--- config.mk ---
export PLATFORM = sky130hd
export DESIGN_NAME = tas_top
export DESIGN_NICKNAME = d
export VERILOG_FILES = /design/src/design/tas_pkg.sv /design/src/design/tas_sync.sv /design/src/design/tas_alarm.sv /design/src/design/tas_top.sv
export VERILOG_INCLUDE_DIRS = /design/src /design/src/design
export SDC_FILE = /design/constraint.sdc
export NUM_CORES = 1
export LEC_CHECK = 0
export BUFFER_PORTS_ARGS = -buffer_cell sky130_fd_sc_hd__buf_2
export CORE_MARGIN = 2
export CORE_UTILIZATION = 50
export DETAILED_ROUTE_END_ITERATION = 12
export PLACE_DENSITY = 0.68
export SYNTH_ARGS = -nofsm -noshare
export SYNTH_HDL_FRONTEND = slang
export SYNTH_SLANG_ARGS = --single-unit
--- constraint.sdc ---
create_clock -name clk_i -period 3 [get_ports clk_i]
set_input_delay 0.15 -clock clk_i [delete_from_list [all_inputs] [get_ports clk_i]]
set_output_delay 0.15 -clock clk_i [all_outputs]
set_load 0.03 [all_outputs]
--- src/design/tas_params.svh ---
// Constants for the thermal alarm sensor: offsets, fields, resets, timing.
`ifndef TAS_PARAMS_SVH
`define TAS_PARAMS_SVH

// ==========================================================
// Bus address and pointer select codes
// ==========================================================
`define TAS_ADDR_FIXED 4'h9
`define TAS_PTR_TEMP   3'h0
`define TAS_PTR_CFG    3'h1
`define TAS_PTR_HYST   3'h2
`define TAS_PTR_TOS    3'h3
`define TAS_PTR_ID     3'h7

// ==========================================================
// Configuration fields and reset values
// ==========================================================
`define TAS_CFG_SHDN   0
`define TAS_CFG_MODE   1
`define TAS_CFG_POL    2
`define TAS_CFG_FQ_LO  3
`define TAS_CFG_FQ_HI  4
`define TAS_CFG_RST    8'h00
`define TAS_PTR_RST    3'h0
`define TAS_TOS_RST    12'h500
`define TAS_HYST_RST   12'h4b0

// ==========================================================
// Timing
// ==========================================================
`define TAS_CLK_MHZ    250
`define TAS_CONV_MS    100
`define TAS_TIMEOUT_MS 20
`define TAS_CONV_CYC   (`TAS_CONV_MS * 1000 * `TAS_CLK_MHZ)
`define TAS_TO_CYC     (`TAS_TIMEOUT_MS * 1000 * `TAS_CLK_MHZ)

`endif

--- src/design/tas_pkg.sv ---
// Types shared by the thermal alarm sensor design.
package tas_pkg;

  // ==========================================================
  // Serial front end states
  // ==========================================================
  typedef enum logic [3:0] {
    ST_IDLE  = 4'h0,
    ST_ADDR  = 4'h1,
    ST_ACK_A = 4'h2,
    ST_PTR   = 4'h3,
    ST_ACK_W = 4'h4,
    ST_WR    = 4'h5,
    ST_RD    = 4'h6,
    ST_MACK  = 4'h7
  } tas_i2c_st_t;

  // ==========================================================
  // Whole state of the top module
  // ==========================================================
  typedef struct packed {
    tas_i2c_st_t st;
    logic [7:0]  sh;
    logic [3:0]  cnt;
    logic        rw;
    logic [1:0]  wbyte;
    logic        rbyte;
    logic [7:0]  tx;
    logic        nack;
    logic        sda_pull;
    logic        ot_pull;
    logic [2:0]  ptr;
    logic [7:0]  cfg;
    logic [11:0] tos;
    logic [11:0] hyst;
    logic [7:0]  wmsb;
    logic [11:0] temp;
    logic [11:0] tsnap;
    logic [24:0] conv_cnt;
    logic [22:0] to_cnt;
    logic        scl_q;
    logic        sda_q;
    logic        rd_clr;
  } tas_top_st_t;

endpackage : tas_pkg

--- src/design/tas_sync.sv ---
// Two flip-flop synchroniser for pins that arrive from outside the clock domain.
`timescale 1ns/100ps
`default_nettype none

module tas_sync #(
  parameter int W = 5
) (
  // Clock and reset
  input  wire logic         clk_i,
  input  wire logic         nrst_i,
  // Pins in, synchronised levels out
  input  wire logic [W-1:0] d_i,
  output logic      [W-1:0] q_o
);

  typedef struct packed {
    logic [W-1:0] s1;
    logic [W-1:0] s2;
  } tas_sync_st_t;

  tas_sync_st_t s;
  tas_sync_st_t next_s;

  // Lines reset high, the idle level of a pulled-up bus.
  always_comb begin
    next_s    = s;
    next_s.s1 = d_i;
    next_s.s2 = s.s1;
  end

  // Only the second stage is visible outside.
  always_ff @(posedge clk_i or negedge nrst_i) begin
    if (!nrst_i) begin
      s <= '1;
    end else begin
      s <= next_s;
    end
  end

  assign q_o = s.s2;

endmodule : tas_sync

`default_nettype wire

--- src/design/tas_alarm.sv ---
// Fault queue and alarm state for comparator and interrupt modes.
`timescale 1ns/100ps
`default_nettype none

module tas_alarm
  import tas_pkg::*;
(
  // Clock and reset
  input  wire logic        clk_i,
  input  wire logic        nrst_i,
  // Conversion result and limits
  input  wire logic        conv_end_i,
  input  wire logic [11:0] temp_i,
  input  wire logic [11:0] tos_i,
  input  wire logic [11:0] hyst_i,
  // Configuration and events
  input  wire logic        int_mode_i,
  input  wire logic        shutdown_i,
  input  wire logic [1:0]  fq_sel_i,
  input  wire logic        read_clr_i,
  // Logical alarm level
  output logic             alarm_o
);

  typedef struct packed {
    logic       alarm;
    logic       dir;
    logic [2:0] cnt;
  } tas_alarm_st_t;

  tas_alarm_st_t s;
  tas_alarm_st_t next_s;
  logic          trip;
  logic          look_low;
  logic          fault;

  // Length of the fault queue for each select code.
  function automatic logic [2:0] qlen(input logic [1:0] sel);
    case (sel)
      2'h0:    qlen = 3'h1;
      2'h1:    qlen = 3'h2;
      2'h2:    qlen = 3'h4;
      default: qlen = 3'h6;
    endcase
  endfunction : qlen

  // A read clear loses to a trip in the same cycle, so no event is lost.
  always_comb begin
    next_s   = s;
    trip     = 1'b0;
    look_low = int_mode_i ? s.dir : s.alarm;
    fault    = look_low ? ($signed(temp_i) < $signed(hyst_i))
                        : ($signed(temp_i) > $signed(tos_i));
    if (conv_end_i) begin
      if (!fault) begin
        next_s.cnt = 3'h0;
      end else if (3'(s.cnt + 3'h1) >= qlen(fq_sel_i)) begin
        trip       = 1'b1;
        next_s.cnt = 3'h0;
      end else begin
        next_s.cnt = 3'(s.cnt + 3'h1);
      end
    end
    if (int_mode_i) begin
      if (read_clr_i) begin
        next_s.alarm = 1'b0;
      end
      if (trip) begin
        next_s.alarm = 1'b1;
        next_s.dir   = ~s.dir;
      end
      if (shutdown_i) begin
        next_s.alarm = 1'b0;
      end
    end else begin
      if (trip) begin
        next_s.alarm = ~s.alarm;
      end
      next_s.dir = next_s.alarm;
    end
  end

  // Power-up: no alarm, looking for the trip limit.
  always_ff @(posedge clk_i or negedge nrst_i) begin
    if (!nrst_i) begin
      s <= '0;
    end else begin
      s <= next_s;
    end
  end

  assign alarm_o = s.alarm;
endmodule : tas_alarm

`default_nettype wire

--- src/design/tas_top.sv ---
// Thermal alarm sensor digital core: serial slave, registers, timebase, alarm pin.
//
// How it works
// - Address is 1001 followed by the three address pin levels.
// - SDA held low past the timeout drops the transfer and releases SDA.
// - Stuck timeout lies between 20 and 30 ms of SDA low.
// - No timeout release while shut down.
// - Temperature reads return the last result, conversions run undisturbed.
// - Comparator mode: set above trip limit, clear below release limit.
// - Comparator mode: shutdown leaves the alarm level as it is.
// - Interrupt mode: alarm holds until any register read completes.
// - Interrupt mode: trigger threshold alternates between trip and release.
// - Interrupt mode: shutdown clears the alarm.
// - Power-up: comparator, active low, 80 and 75 degrees, pointer zero.
// - Values are 12-bit two's complement, 0.0625 degree per step.
// - 16-bit registers hold the value in bits 15:4, low nibble reads zero.
// - Bus, limits and configuration stay usable during shutdown.
// - Alarm asserts only after the selected run of faults.
// - Fault select codes give 1, 2, 4 or 6 consecutive faults.
// - Config bits: 0 shutdown, 1 mode, 2 polarity, 4:3 fault select.
// - Alarm pin is open-drain; active-high polarity inverts the level.
// - Pointer keeps its last value and resets to zero.
// - Select 0 temp, 1 config, 2 release, 3 trip, 7 product id.
// - Writes carry address, pointer, then one or two data bytes.
// - Reads use the preset pointer, or set it then repeated start.
// - Read data goes most significant byte and bit first.
// - Ack or not-ack on the final read byte is both fine.
`timescale 1ns/100ps
`default_nettype none
`include "tas_params.svh"

module tas_top
  import tas_pkg::*;
#(
  parameter int         CONV_CYCLES = `TAS_CONV_CYC,
  parameter int         TO_CYCLES   = `TAS_TO_CYC,
  parameter logic [7:0] PROD_ID     = 8'h5c        // Arbitrary value.
) (
  // Clock and reset
  input  wire logic        clk_i,
  input  wire logic        nrst_i,
  // Serial bus pins
  input  wire logic        scl_i,
  input  wire logic        sda_i,
  output logic             sda_o,
  output logic             sda_oe_n_o,
  // Address pins
  input  wire logic        addr_pin_hi_i,
  input  wire logic        addr_pin_mid_i,
  input  wire logic        addr_pin_lo_i,
  // Converter side
  input  wire logic [11:0] conv_value_i,
  output logic             conv_end_o,
  output logic             shutdown_o,
  // Alarm pin
  output logic             over_temp_out_o,
  output logic             over_temp_out_oe_n_o
);

  // ==========================================================
  // Declarations
  // ==========================================================
  localparam logic [24:0] CONV_LAST = 25'(CONV_CYCLES - 1);
  localparam logic [22:0] TO_LAST   = 23'(TO_CYCLES - 1);

  localparam tas_top_st_t TOP_RST = '{
    st:    ST_IDLE,
    cfg:   `TAS_CFG_RST,
    ptr:   `TAS_PTR_RST,
    tos:   `TAS_TOS_RST,
    hyst:  `TAS_HYST_RST,
    scl_q: 1'b1,
    sda_q: 1'b1,
    default: '0
  };

  tas_top_st_t s;
  tas_top_st_t next_s;
  logic [4:0]  syn;
  logic        scl_s;
  logic        sda_s;
  logic [2:0]  addr_s;
  logic        rise;
  logic        fall;
  logic        start;
  logic        stop;
  logic        shdn;
  logic        int_mode;
  logic        pol;
  logic        conv_end;
  logic        to_hit;
  logic        alarm;

  // ==========================================================
  // Helpers
  // ==========================================================

  // Left-justified half of a 12-bit value; the low nibble reads zero.
  function automatic logic [7:0] pick(input logic [11:0] v,
                                      input logic        lo);
    pick = lo ? {v[3:0], 4'h0} : v[11:4];
  endfunction : pick

  // Byte of the selected register; 8-bit registers repeat their byte.
  function automatic logic [7:0] rd_byte(input tas_top_st_t st,
                                         input logic        lo);
    case (st.ptr)
      `TAS_PTR_TEMP: rd_byte = pick(st.tsnap, lo);
      `TAS_PTR_CFG:  rd_byte = st.cfg;
      `TAS_PTR_HYST: rd_byte = pick(st.hyst, lo);
      `TAS_PTR_TOS:  rd_byte = pick(st.tos, lo);
      `TAS_PTR_ID:   rd_byte = PROD_ID;
      default:       rd_byte = 8'h00;
    endcase
  endfunction : rd_byte

  // ==========================================================
  // Pin synchronisers
  // ==========================================================

  // Bus lines and address straps all come from outside the clock domain.
  tas_sync #(
    .W (5)
  ) u_sync (
    .clk_i  (clk_i),
    .nrst_i (nrst_i),
    .d_i    ({scl_i, sda_i, addr_pin_hi_i, addr_pin_mid_i, addr_pin_lo_i}),
    .q_o    (syn)
  );

  // Bus events seen on the synchronised lines.
  assign scl_s  = syn[4];
  assign sda_s  = syn[3];
  assign addr_s = syn[2:0];
  assign rise   = scl_s & ~s.scl_q;
  assign fall   = ~scl_s & s.scl_q;
  assign start  = scl_s & s.scl_q & s.sda_q & ~sda_s;
  assign stop   = scl_s & s.scl_q & ~s.sda_q & sda_s;

  // Configuration fields in use.
  assign shdn     = s.cfg[`TAS_CFG_SHDN];
  assign int_mode = s.cfg[`TAS_CFG_MODE];
  assign pol      = s.cfg[`TAS_CFG_POL];

  // Conversion timebase stops in shutdown.
  assign conv_end = !shdn && (s.conv_cnt == CONV_LAST);

  // The stuck detector is off in shutdown.
  assign to_hit = !shdn && !sda_s && (s.to_cnt == TO_LAST);

  // ==========================================================
  // Alarm logic
  // ==========================================================
  tas_alarm u_alarm (
    .clk_i      (clk_i),
    .nrst_i     (nrst_i),
    .conv_end_i (conv_end),
    .temp_i     (conv_value_i),
    .tos_i      (s.tos),
    .hyst_i     (s.hyst),
    .int_mode_i (int_mode),
    .shutdown_i (shdn),
    .fq_sel_i   (s.cfg[`TAS_CFG_FQ_HI:`TAS_CFG_FQ_LO]),
    .read_clr_i (s.rd_clr),
    .alarm_o    (alarm)
  );

  // ==========================================================
  // Next state
  // ==========================================================

  // Timebase, stuck detector and serial slave; bits sample on SCL rise
  // and SDA changes on SCL fall, so our own drive never mimics a start.
  always_comb begin
    next_s        = s;
    next_s.scl_q  = scl_s;
    next_s.sda_q  = sda_s;
    next_s.rd_clr = 1'b0;

    // Result capture happens only at the end of a conversion.
    if (shdn) begin
      next_s.conv_cnt = 25'h0;
    end else if (conv_end) begin
      next_s.conv_cnt = 25'h0;
      next_s.temp     = conv_value_i;
    end else begin
      next_s.conv_cnt = 25'(s.conv_cnt + 25'h1);
    end

    // Count continuous SDA low time; saturate once the limit is reached.
    if (shdn || sda_s) begin
      next_s.to_cnt = 23'h0;
    end else if (s.to_cnt != TO_LAST) begin
      next_s.to_cnt = 23'(s.to_cnt + 23'h1);
    end

    // Open-drain alarm: pull low when the logical level asks for low.
    next_s.ot_pull = alarm ^ pol;

    if (to_hit) begin
      next_s.st       = ST_IDLE;
      next_s.sda_pull = 1'b0;
    end else if (start) begin
      next_s.st       = ST_ADDR;
      next_s.cnt      = 4'h0;
      next_s.sda_pull = 1'b0;
    end else if (stop) begin
      next_s.st       = ST_IDLE;
      next_s.sda_pull = 1'b0;
    end else if (rise) begin
      case (s.st)
        ST_ADDR, ST_PTR, ST_WR: begin
          next_s.sh  = {s.sh[6:0], sda_s};
          next_s.cnt = 4'(s.cnt + 4'h1);
        end
        ST_RD: begin
          next_s.cnt = 4'(s.cnt + 4'h1);
        end
        ST_MACK: begin
          next_s.nack = sda_s;
        end
        default: begin
          next_s.cnt = s.cnt;
        end
      endcase
    end else if (fall) begin
      case (s.st)
        ST_ADDR: begin
          if (s.cnt == 4'h8) begin
            if (s.sh[7:1] == {`TAS_ADDR_FIXED, addr_s}) begin
              next_s.st       = ST_ACK_A;
              next_s.sda_pull = 1'b1;
              next_s.rw       = s.sh[0];
              next_s.tsnap    = s.temp;
            end else begin
              next_s.st = ST_IDLE;
            end
          end
        end
        ST_ACK_A: begin
          next_s.cnt = 4'h0;
          if (s.rw) begin
            next_s.st       = ST_RD;
            next_s.tx       = rd_byte(s, 1'b0);
            next_s.sda_pull = ~next_s.tx[7];
            next_s.rbyte    = 1'b1;
          end else begin
            next_s.st       = ST_PTR;
            next_s.sda_pull = 1'b0;
          end
        end
        ST_PTR: begin
          if (s.cnt == 4'h8) begin
            next_s.ptr      = s.sh[2:0];
            next_s.wbyte    = 2'h0;
            next_s.st       = ST_ACK_W;
            next_s.sda_pull = 1'b1;
          end
        end
        ST_ACK_W: begin
          next_s.st       = ST_WR;
          next_s.cnt      = 4'h0;
          next_s.sda_pull = 1'b0;
        end
        ST_WR: begin
          if (s.cnt == 4'h8) begin
            next_s.st       = ST_ACK_W;
            next_s.sda_pull = 1'b1;
            if (s.wbyte != 2'h2) begin
              next_s.wbyte = 2'(s.wbyte + 2'h1);
            end
            // Writes are honoured in shutdown; read-only codes drop data.
            case (s.ptr)
              `TAS_PTR_CFG: begin
                if (s.wbyte == 2'h0) begin
                  next_s.cfg = s.sh;
                end
              end
              `TAS_PTR_HYST: begin
                if (s.wbyte == 2'h0) begin
                  next_s.wmsb = s.sh;
                end else if (s.wbyte == 2'h1) begin
                  next_s.hyst = {s.wmsb, s.sh[7:4]};
                end
              end
              `TAS_PTR_TOS: begin
                if (s.wbyte == 2'h0) begin
                  next_s.wmsb = s.sh;
                end else if (s.wbyte == 2'h1) begin
                  next_s.tos = {s.wmsb, s.sh[7:4]};
                end
              end
              default: begin
                next_s.wmsb = s.wmsb;
              end
            endcase
          end
        end
        ST_RD: begin
          if (s.cnt == 4'h8) begin
            next_s.st       = ST_MACK;
            next_s.sda_pull = 1'b0;
            next_s.rd_clr   = 1'b1;
          end else begin
            next_s.tx       = {s.tx[6:0], 1'b0};
            next_s.sda_pull = ~s.tx[6];
          end
        end
        ST_MACK: begin
          // A not-ack simply ends our part; the master then sends stop.
          if (s.nack) begin
            next_s.st = ST_IDLE;
          end else begin
            next_s.st       = ST_RD;
            next_s.cnt      = 4'h0;
            next_s.tx       = rd_byte(s, s.rbyte);
            next_s.sda_pull = ~next_s.tx[7];
            next_s.rbyte    = ~s.rbyte;
          end
        end
        default: begin
          next_s.sda_pull = 1'b0;
        end
      endcase
    end
  end

  // ==========================================================
  // State register
  // ==========================================================

  // Power-up defaults load from constants only.
  always_ff @(posedge clk_i or negedge nrst_i) begin
    if (!nrst_i) begin
      s <= TOP_RST;
    end else begin
      s <= next_s;
    end
  end

  // ==========================================================
  // Outputs
  // ==========================================================

  // Both pins are open-drain: data is always low, the enable does the work.
  assign sda_o                = 1'b0;
  assign sda_oe_n_o           = ~s.sda_pull;
  assign over_temp_out_o      = 1'b0;
  assign over_temp_out_oe_n_o = ~s.ot_pull;
  assign conv_end_o           = conv_end;
  assign shutdown_o           = shdn;
endmodule : tas_top

`default_nettype wire

After elaboration in Yosys (flattened, before gate mapping)
Cells that the tools add are included.
Widths: inputs -> output; s select.
Cells by class
  multiply operators: 0
  reduce and logical (&&, ||, !) cells: 37
  add/sub/neg operators: 5
  shifts and indexed selects: 0
  div/mod/pow operators: 0
  order comparisons: 3
  equality and inequality tests: 37
  multiplexer cells: 91
  bitwise operators: 26
Operators by type and width (count)
  $mux 8: 18
  $pmux 8 s5: 2
  $mux 25: 2
  $mux 4: 12
  $mux 23: 2
  $reduce_and 9->1: 4
  $mux 1: 31
  $add 25x1->25 const B: 1
  $eq 25x25->1 const B: 1
  $pmux 4 s6: 1
  $pmux 8 s3: 1
  $add 23x1->23 const B: 1
  $eq 23x23->1 const B: 1
  $ne 23x23->1 const B: 1
  $ne 5x5->1 const B: 4
  $reduce_and 10->1: 2
  $mux 3: 6
  $mux 9: 2
  $not 1->1: 18
  $reduce_and 6->1: 3
  $mux 17: 1
  $eq 4x3->1 const B: 4
  $mux 16: 1
  $ne 2x2->1 const B: 8
  other kinds (46): 72
Word-level totals
  input bits: 19
  output and inout bits: 6
  ROM bits: 0
  bits in latches: 0
  memories: 0
  memory bits (writable): 0
  bits in registers: 164
  word-level logic and storage cells: 226

Depth between registers and ports, before layout
  word-level depth: 17
  mapped depth: 10
  mapped depth without buffers: 8

Hierarchy
Synthesis repeated with hierarchy kept, for this count alone.
Second synthesis, totals
  cells, all modules: 822
  area, all modules: 8919.8 sq um
Modules (own cells, without submodules)
  tas_top: instances 1, cells each 681, area an instance 7643.6 sq um
  tas_alarm: instances 1, cells each 131, area an instance 1013.5 sq um
  tas_sync: instances 1, cells each 10, area an instance 262.8 sq um

Worst setup path before layout
No wires, ideal clock.
  path kind: register -> register
  start point: register s[20] (netlist name)
  end point: register s[100] (netlist name)
  setup time: 0.125 ns
  data required time: 2.875 ns
  period minus slack after synthesis: 2.637 ns
  cell stages (with the launch flop): 8
  arrival time: 2.513 ns
  buffers on the path: 2
  path slack: 0.363 ns
  cells stage by stage: dfrtp_1 or4_1 or4_4 or3_1 buf_2 nand4_1 buf_4 mux2_2
Between the ends
  word-level cells in the longest chain between the ends: 4
Ends and longest elaborated chain
  from (decl): RTL line tas_top.sv:77  | tas_top_st_t s;
  from (signal assigned): RTL line tas_top.sv:337  | s <= next_s;
  $eq 23x23->1: RTL line tas_top.sv:149  | assign to_hit = !shdn && !sda_s && (s.to_cnt == TO_LAST);
  $logic_and 1x1->1: RTL line tas_top.sv:149
  $not 1->1 (no line)
  $reduce_and 10->1 (no line)
Every way passes these cells.
A chain may end at the register's enable or synchronous reset.

Final worst setup path
  start point: register s[20] (netlist name)
  end point: register s[106] (netlist name)
Same word-level chain as after synthesis.

==> metrics <==
Lkg Pwr=4.34 nW; Syn Std Cell Area=8570 sq um; total wire length=19200 microns; Port Buf Inserts=22; flop-to-flop setup slack=180 ps; worst path required time=3320 ps; first-pass GRT wire length=32100 microns; DR iter-0 viols=375; setup violators final=0; worst setup path class=reg2reg; HPWL after DPL=13500 microns; Buf/Inv on CP=1; Avg Cell Area, Syn=10.4 sq um; worst hold endpoint=s[67]$_DFFE_PN0P_; Max Clock Skew=11.6 ps; worst vdd ir=0.000433 V; Die W=135 microns; Design Area, Final=9730 sq um; top_reg_cell synth=dfrtp_1; largest net degree at the start of global routing=77; met3 GRT Util=0.0469; Die Y=135 microns; RSZ-0062 raised after global routing=false; worst-path fanout max=12; clock sink count=162; crit path time final=2820 ps; Layout Area Growth over Synthesis=13.5%; share of layout cells above drive strength 1=0.201; Max-Cap Viols=0; clock buffer depth=2; final core occ=0.584; CP max stage cell=or3_1; Worst slew margin=0.385; cell taking the most area after synthesis=dfrtp_1; final hold slack=12.3 ps; largest cells by area after synthesis=dfrtp_1 42%, mux2_2 8.7%, ha_1 5.7%; Top Family by Delay on Critical Path=simple AND/OR/NAND/NOR gates; RD Place Congestion=0.866; Rows=47; critical path launch point type=flop; Final Hold Fails=0; worst hold path stage count=2; Post-DP Area=8970 sq um; CTS tree=yes; Vias/cell=5.77; number of buffers created by CTS=17; worst stage delay on the critical path=540 ps; DRT antenna net count=0; Tightest Hold Check Type=in2reg; TNS Setup=0 ps; Peak Freq=354 MHz; antenna diode count=0; #FFs+latches synth=162; setup bufs post-CTS=0; vias in the first global route=6431; initial antenna violation count=0; Power Density=492 nW/um^2; drt first pass iters=5; Worst EP arrival=3140 ps; GRT Overall Usage=0.226; Post-synth EDFFs=0; initial core utilization=0.515; clock-pin slew on the worst setup and hold paths=60 ps; WL/cell=17.5 microns; Reg2Reg Launch Point=s[20]$_DFFE_PN0N_; most crowded layer after global routing=met2; met2 usage=0.385; io pins=25; share of the synthesized area in the top cell type=0.421; hold_sp=conv_value_i[4]; Unique masters post-synth=60; Post-Synthesis Cells=823; yosys warns=0; met1 GRT Util=0.291; worst r2r dst=s[106]$_DFFE_PN0P_; CP Capture Type=flop; status=complete, no violations; Worst-Margin Slew=923 ps; DRC viols=0; Remaining Overflow, GRT=0; max-slew violation count=0; core footprint=16600 sq um; R2R depth=6; post-synthesis sequential area ratio=0.476; root buffer cell=clkbuf_16; clock latency on the worst-skew pair=430 ps; htree depth=4; routed via count=6314; nets=919; worst path cell trace=or4_1 > or4_4 > or3_1 > nand4_1 > buf_4 > mux2_2; period utilization=0.941; ys async rst share=1.00; Die ar.=18200 sq um
-- power by group --
part	switching, W	internal, W	leakage, nW	total [W]
clock	0.000894	0.00144	0.300	0.00234
combinational	0.000124	0.0000786	1.88	0.000203
sequential	0.0000330	0.00222	2.16	0.00225
total	0.00105	0.00374	4.34	0.00479
-- worst max path at each step --
stage / from / slack, ps / endpoint / cells past startpoint
final: s[20]$_DFFE_PN0N_ / 180 / s[106]$_DFFE_PN0P_ / 6
after global routing: s[20]$_DFFE_PN0N_ / 80 / s[106]$_DFFE_PN0P_ / 6
after CTS: s[20]$_DFFE_PN0N_ / 190 / s[106]$_DFFE_PN0P_ / 6
after detailed placement: s[20]$_DFFE_PN0N_ / 220 / s[100]$_DFFE_PN0P_ / 6
after global placement: s[20]$_DFFE_PN0N_ / 260 / s[95]$_DFFE_PN0P_ / 6
after floorplan: s[20]$_DFFE_PN0N_ / 360 / s[100]$_DFFE_PN0P_ / 7
-- registers in the layout (all words and copies together) (netlist names) --
register,cells
u_sync.q_o,5
u_alarm.s,4
u_sync.next_s,5
int_mode,1
s,144
shutdown_o,1
pol,1
u_alarm.alarm_o,1
-- area by class of cell --
cell class,count,area (sq um)
Fill cell,1368,6920
Multi-Input combinational cell,577,4160
Sequential cell,162,4080
Clock buffer,21,460
Timing Repair Buffer,54,399
Tap cell,220,275
Inverter,49,184
Clock inverter,11,174
-- worst register-to-register path, delay by kind of cell (launching register included) --
kind	cells	cell delay [ps]
flops	1	420
simple gates	4	1690
mux	1	370
buf+inv	1	220
-- cell usage after synthesis, types with 3 or more instances --
master,count
nand3_1,24
mux2_2,66
nand3b_1,4
nor2_1,71
a21oi_1,30
inv_1,49
nand4_1,14
nor3b_1,10
a211oi_1,4
nor4_1,7
and2_1,6
dfstp_2,18
o21ai_0,41
mux2i_1,16
or3_1,9
and3_1,9
or4_1,3
nor2b_1,10
ha_1,39
a21o_1,10
nand2_1,57
clkbuf_1,30
a22oi_1,10
dfrtp_1,144
xnor2_1,25
or2_2,3
buf_4,3
xor2_1,19
nand2b_1,8
nor3_1,15
mux2_4,10
o22ai_1,13
nor4b_1,5
-- layer usage --
metal  share of wire  up-vias
met5               0        -
met2            0.50      136
met4           0.015        0
met3           0.043       23
met1            0.44     3189
li1                -     2966
-- stage by stage --
| stage | total power, W | std cells | setup slack [ps] |
|---|---|---|---|
| 3_5_place_dp | 0.00248 | 1050 | 223 |
| 6_report | 0.00479 | 1094 | 177 |
| 4_1_cts | 0.00483 | 1094 | 191 |
| 2_1_floorplan | 0.00237 | 824 | 363 |
| 3_3_place_gp | 0.00247 | 1050 | 264 |
| 5_1_grt | 0.00496 | 1094 | 78.8 |
-- logic make-up after synthesis --
logic type | synth area share
compound gates | 0.0961
xor+xnor | 0.0450
fa+ha+maj | 0.0570
buf+inv | 0.0404
flops | 0.476
mux | 0.123
other cells | 0.000438
simple gates | 0.162
-- what timing repair did --
action                    4_1_cts  5_1_grt
hold buffers                   12        0
hold endpoints to repair       78        0
resized for setup               0        0
-- cell usage in the layout (no fill, tap or decap), types with 9 or more instances in the layout --
cell	n
dfrtp_1	144
nor2_1	71
mux2_2	66
nand2_1	57
inv_1	49
o21ai_0	41
ha_1	39
a21oi_1	30
xnor2_1	25
nand3_1	24
buf_2	21
xor2_1	19
buf_4	19
dfstp_2	18
clkbuf_16	17
mux2i_1	16
nor3_1	15
nand4_1	14
o22ai_1	13
dlygate4sd3_1	12
mux2_4	10
a21o_1	10
a22oi_1	10
nor2b_1	10
nor3b_1	10
and3_1	9
or3_1	9
Power figures use the tool's default switching activity.
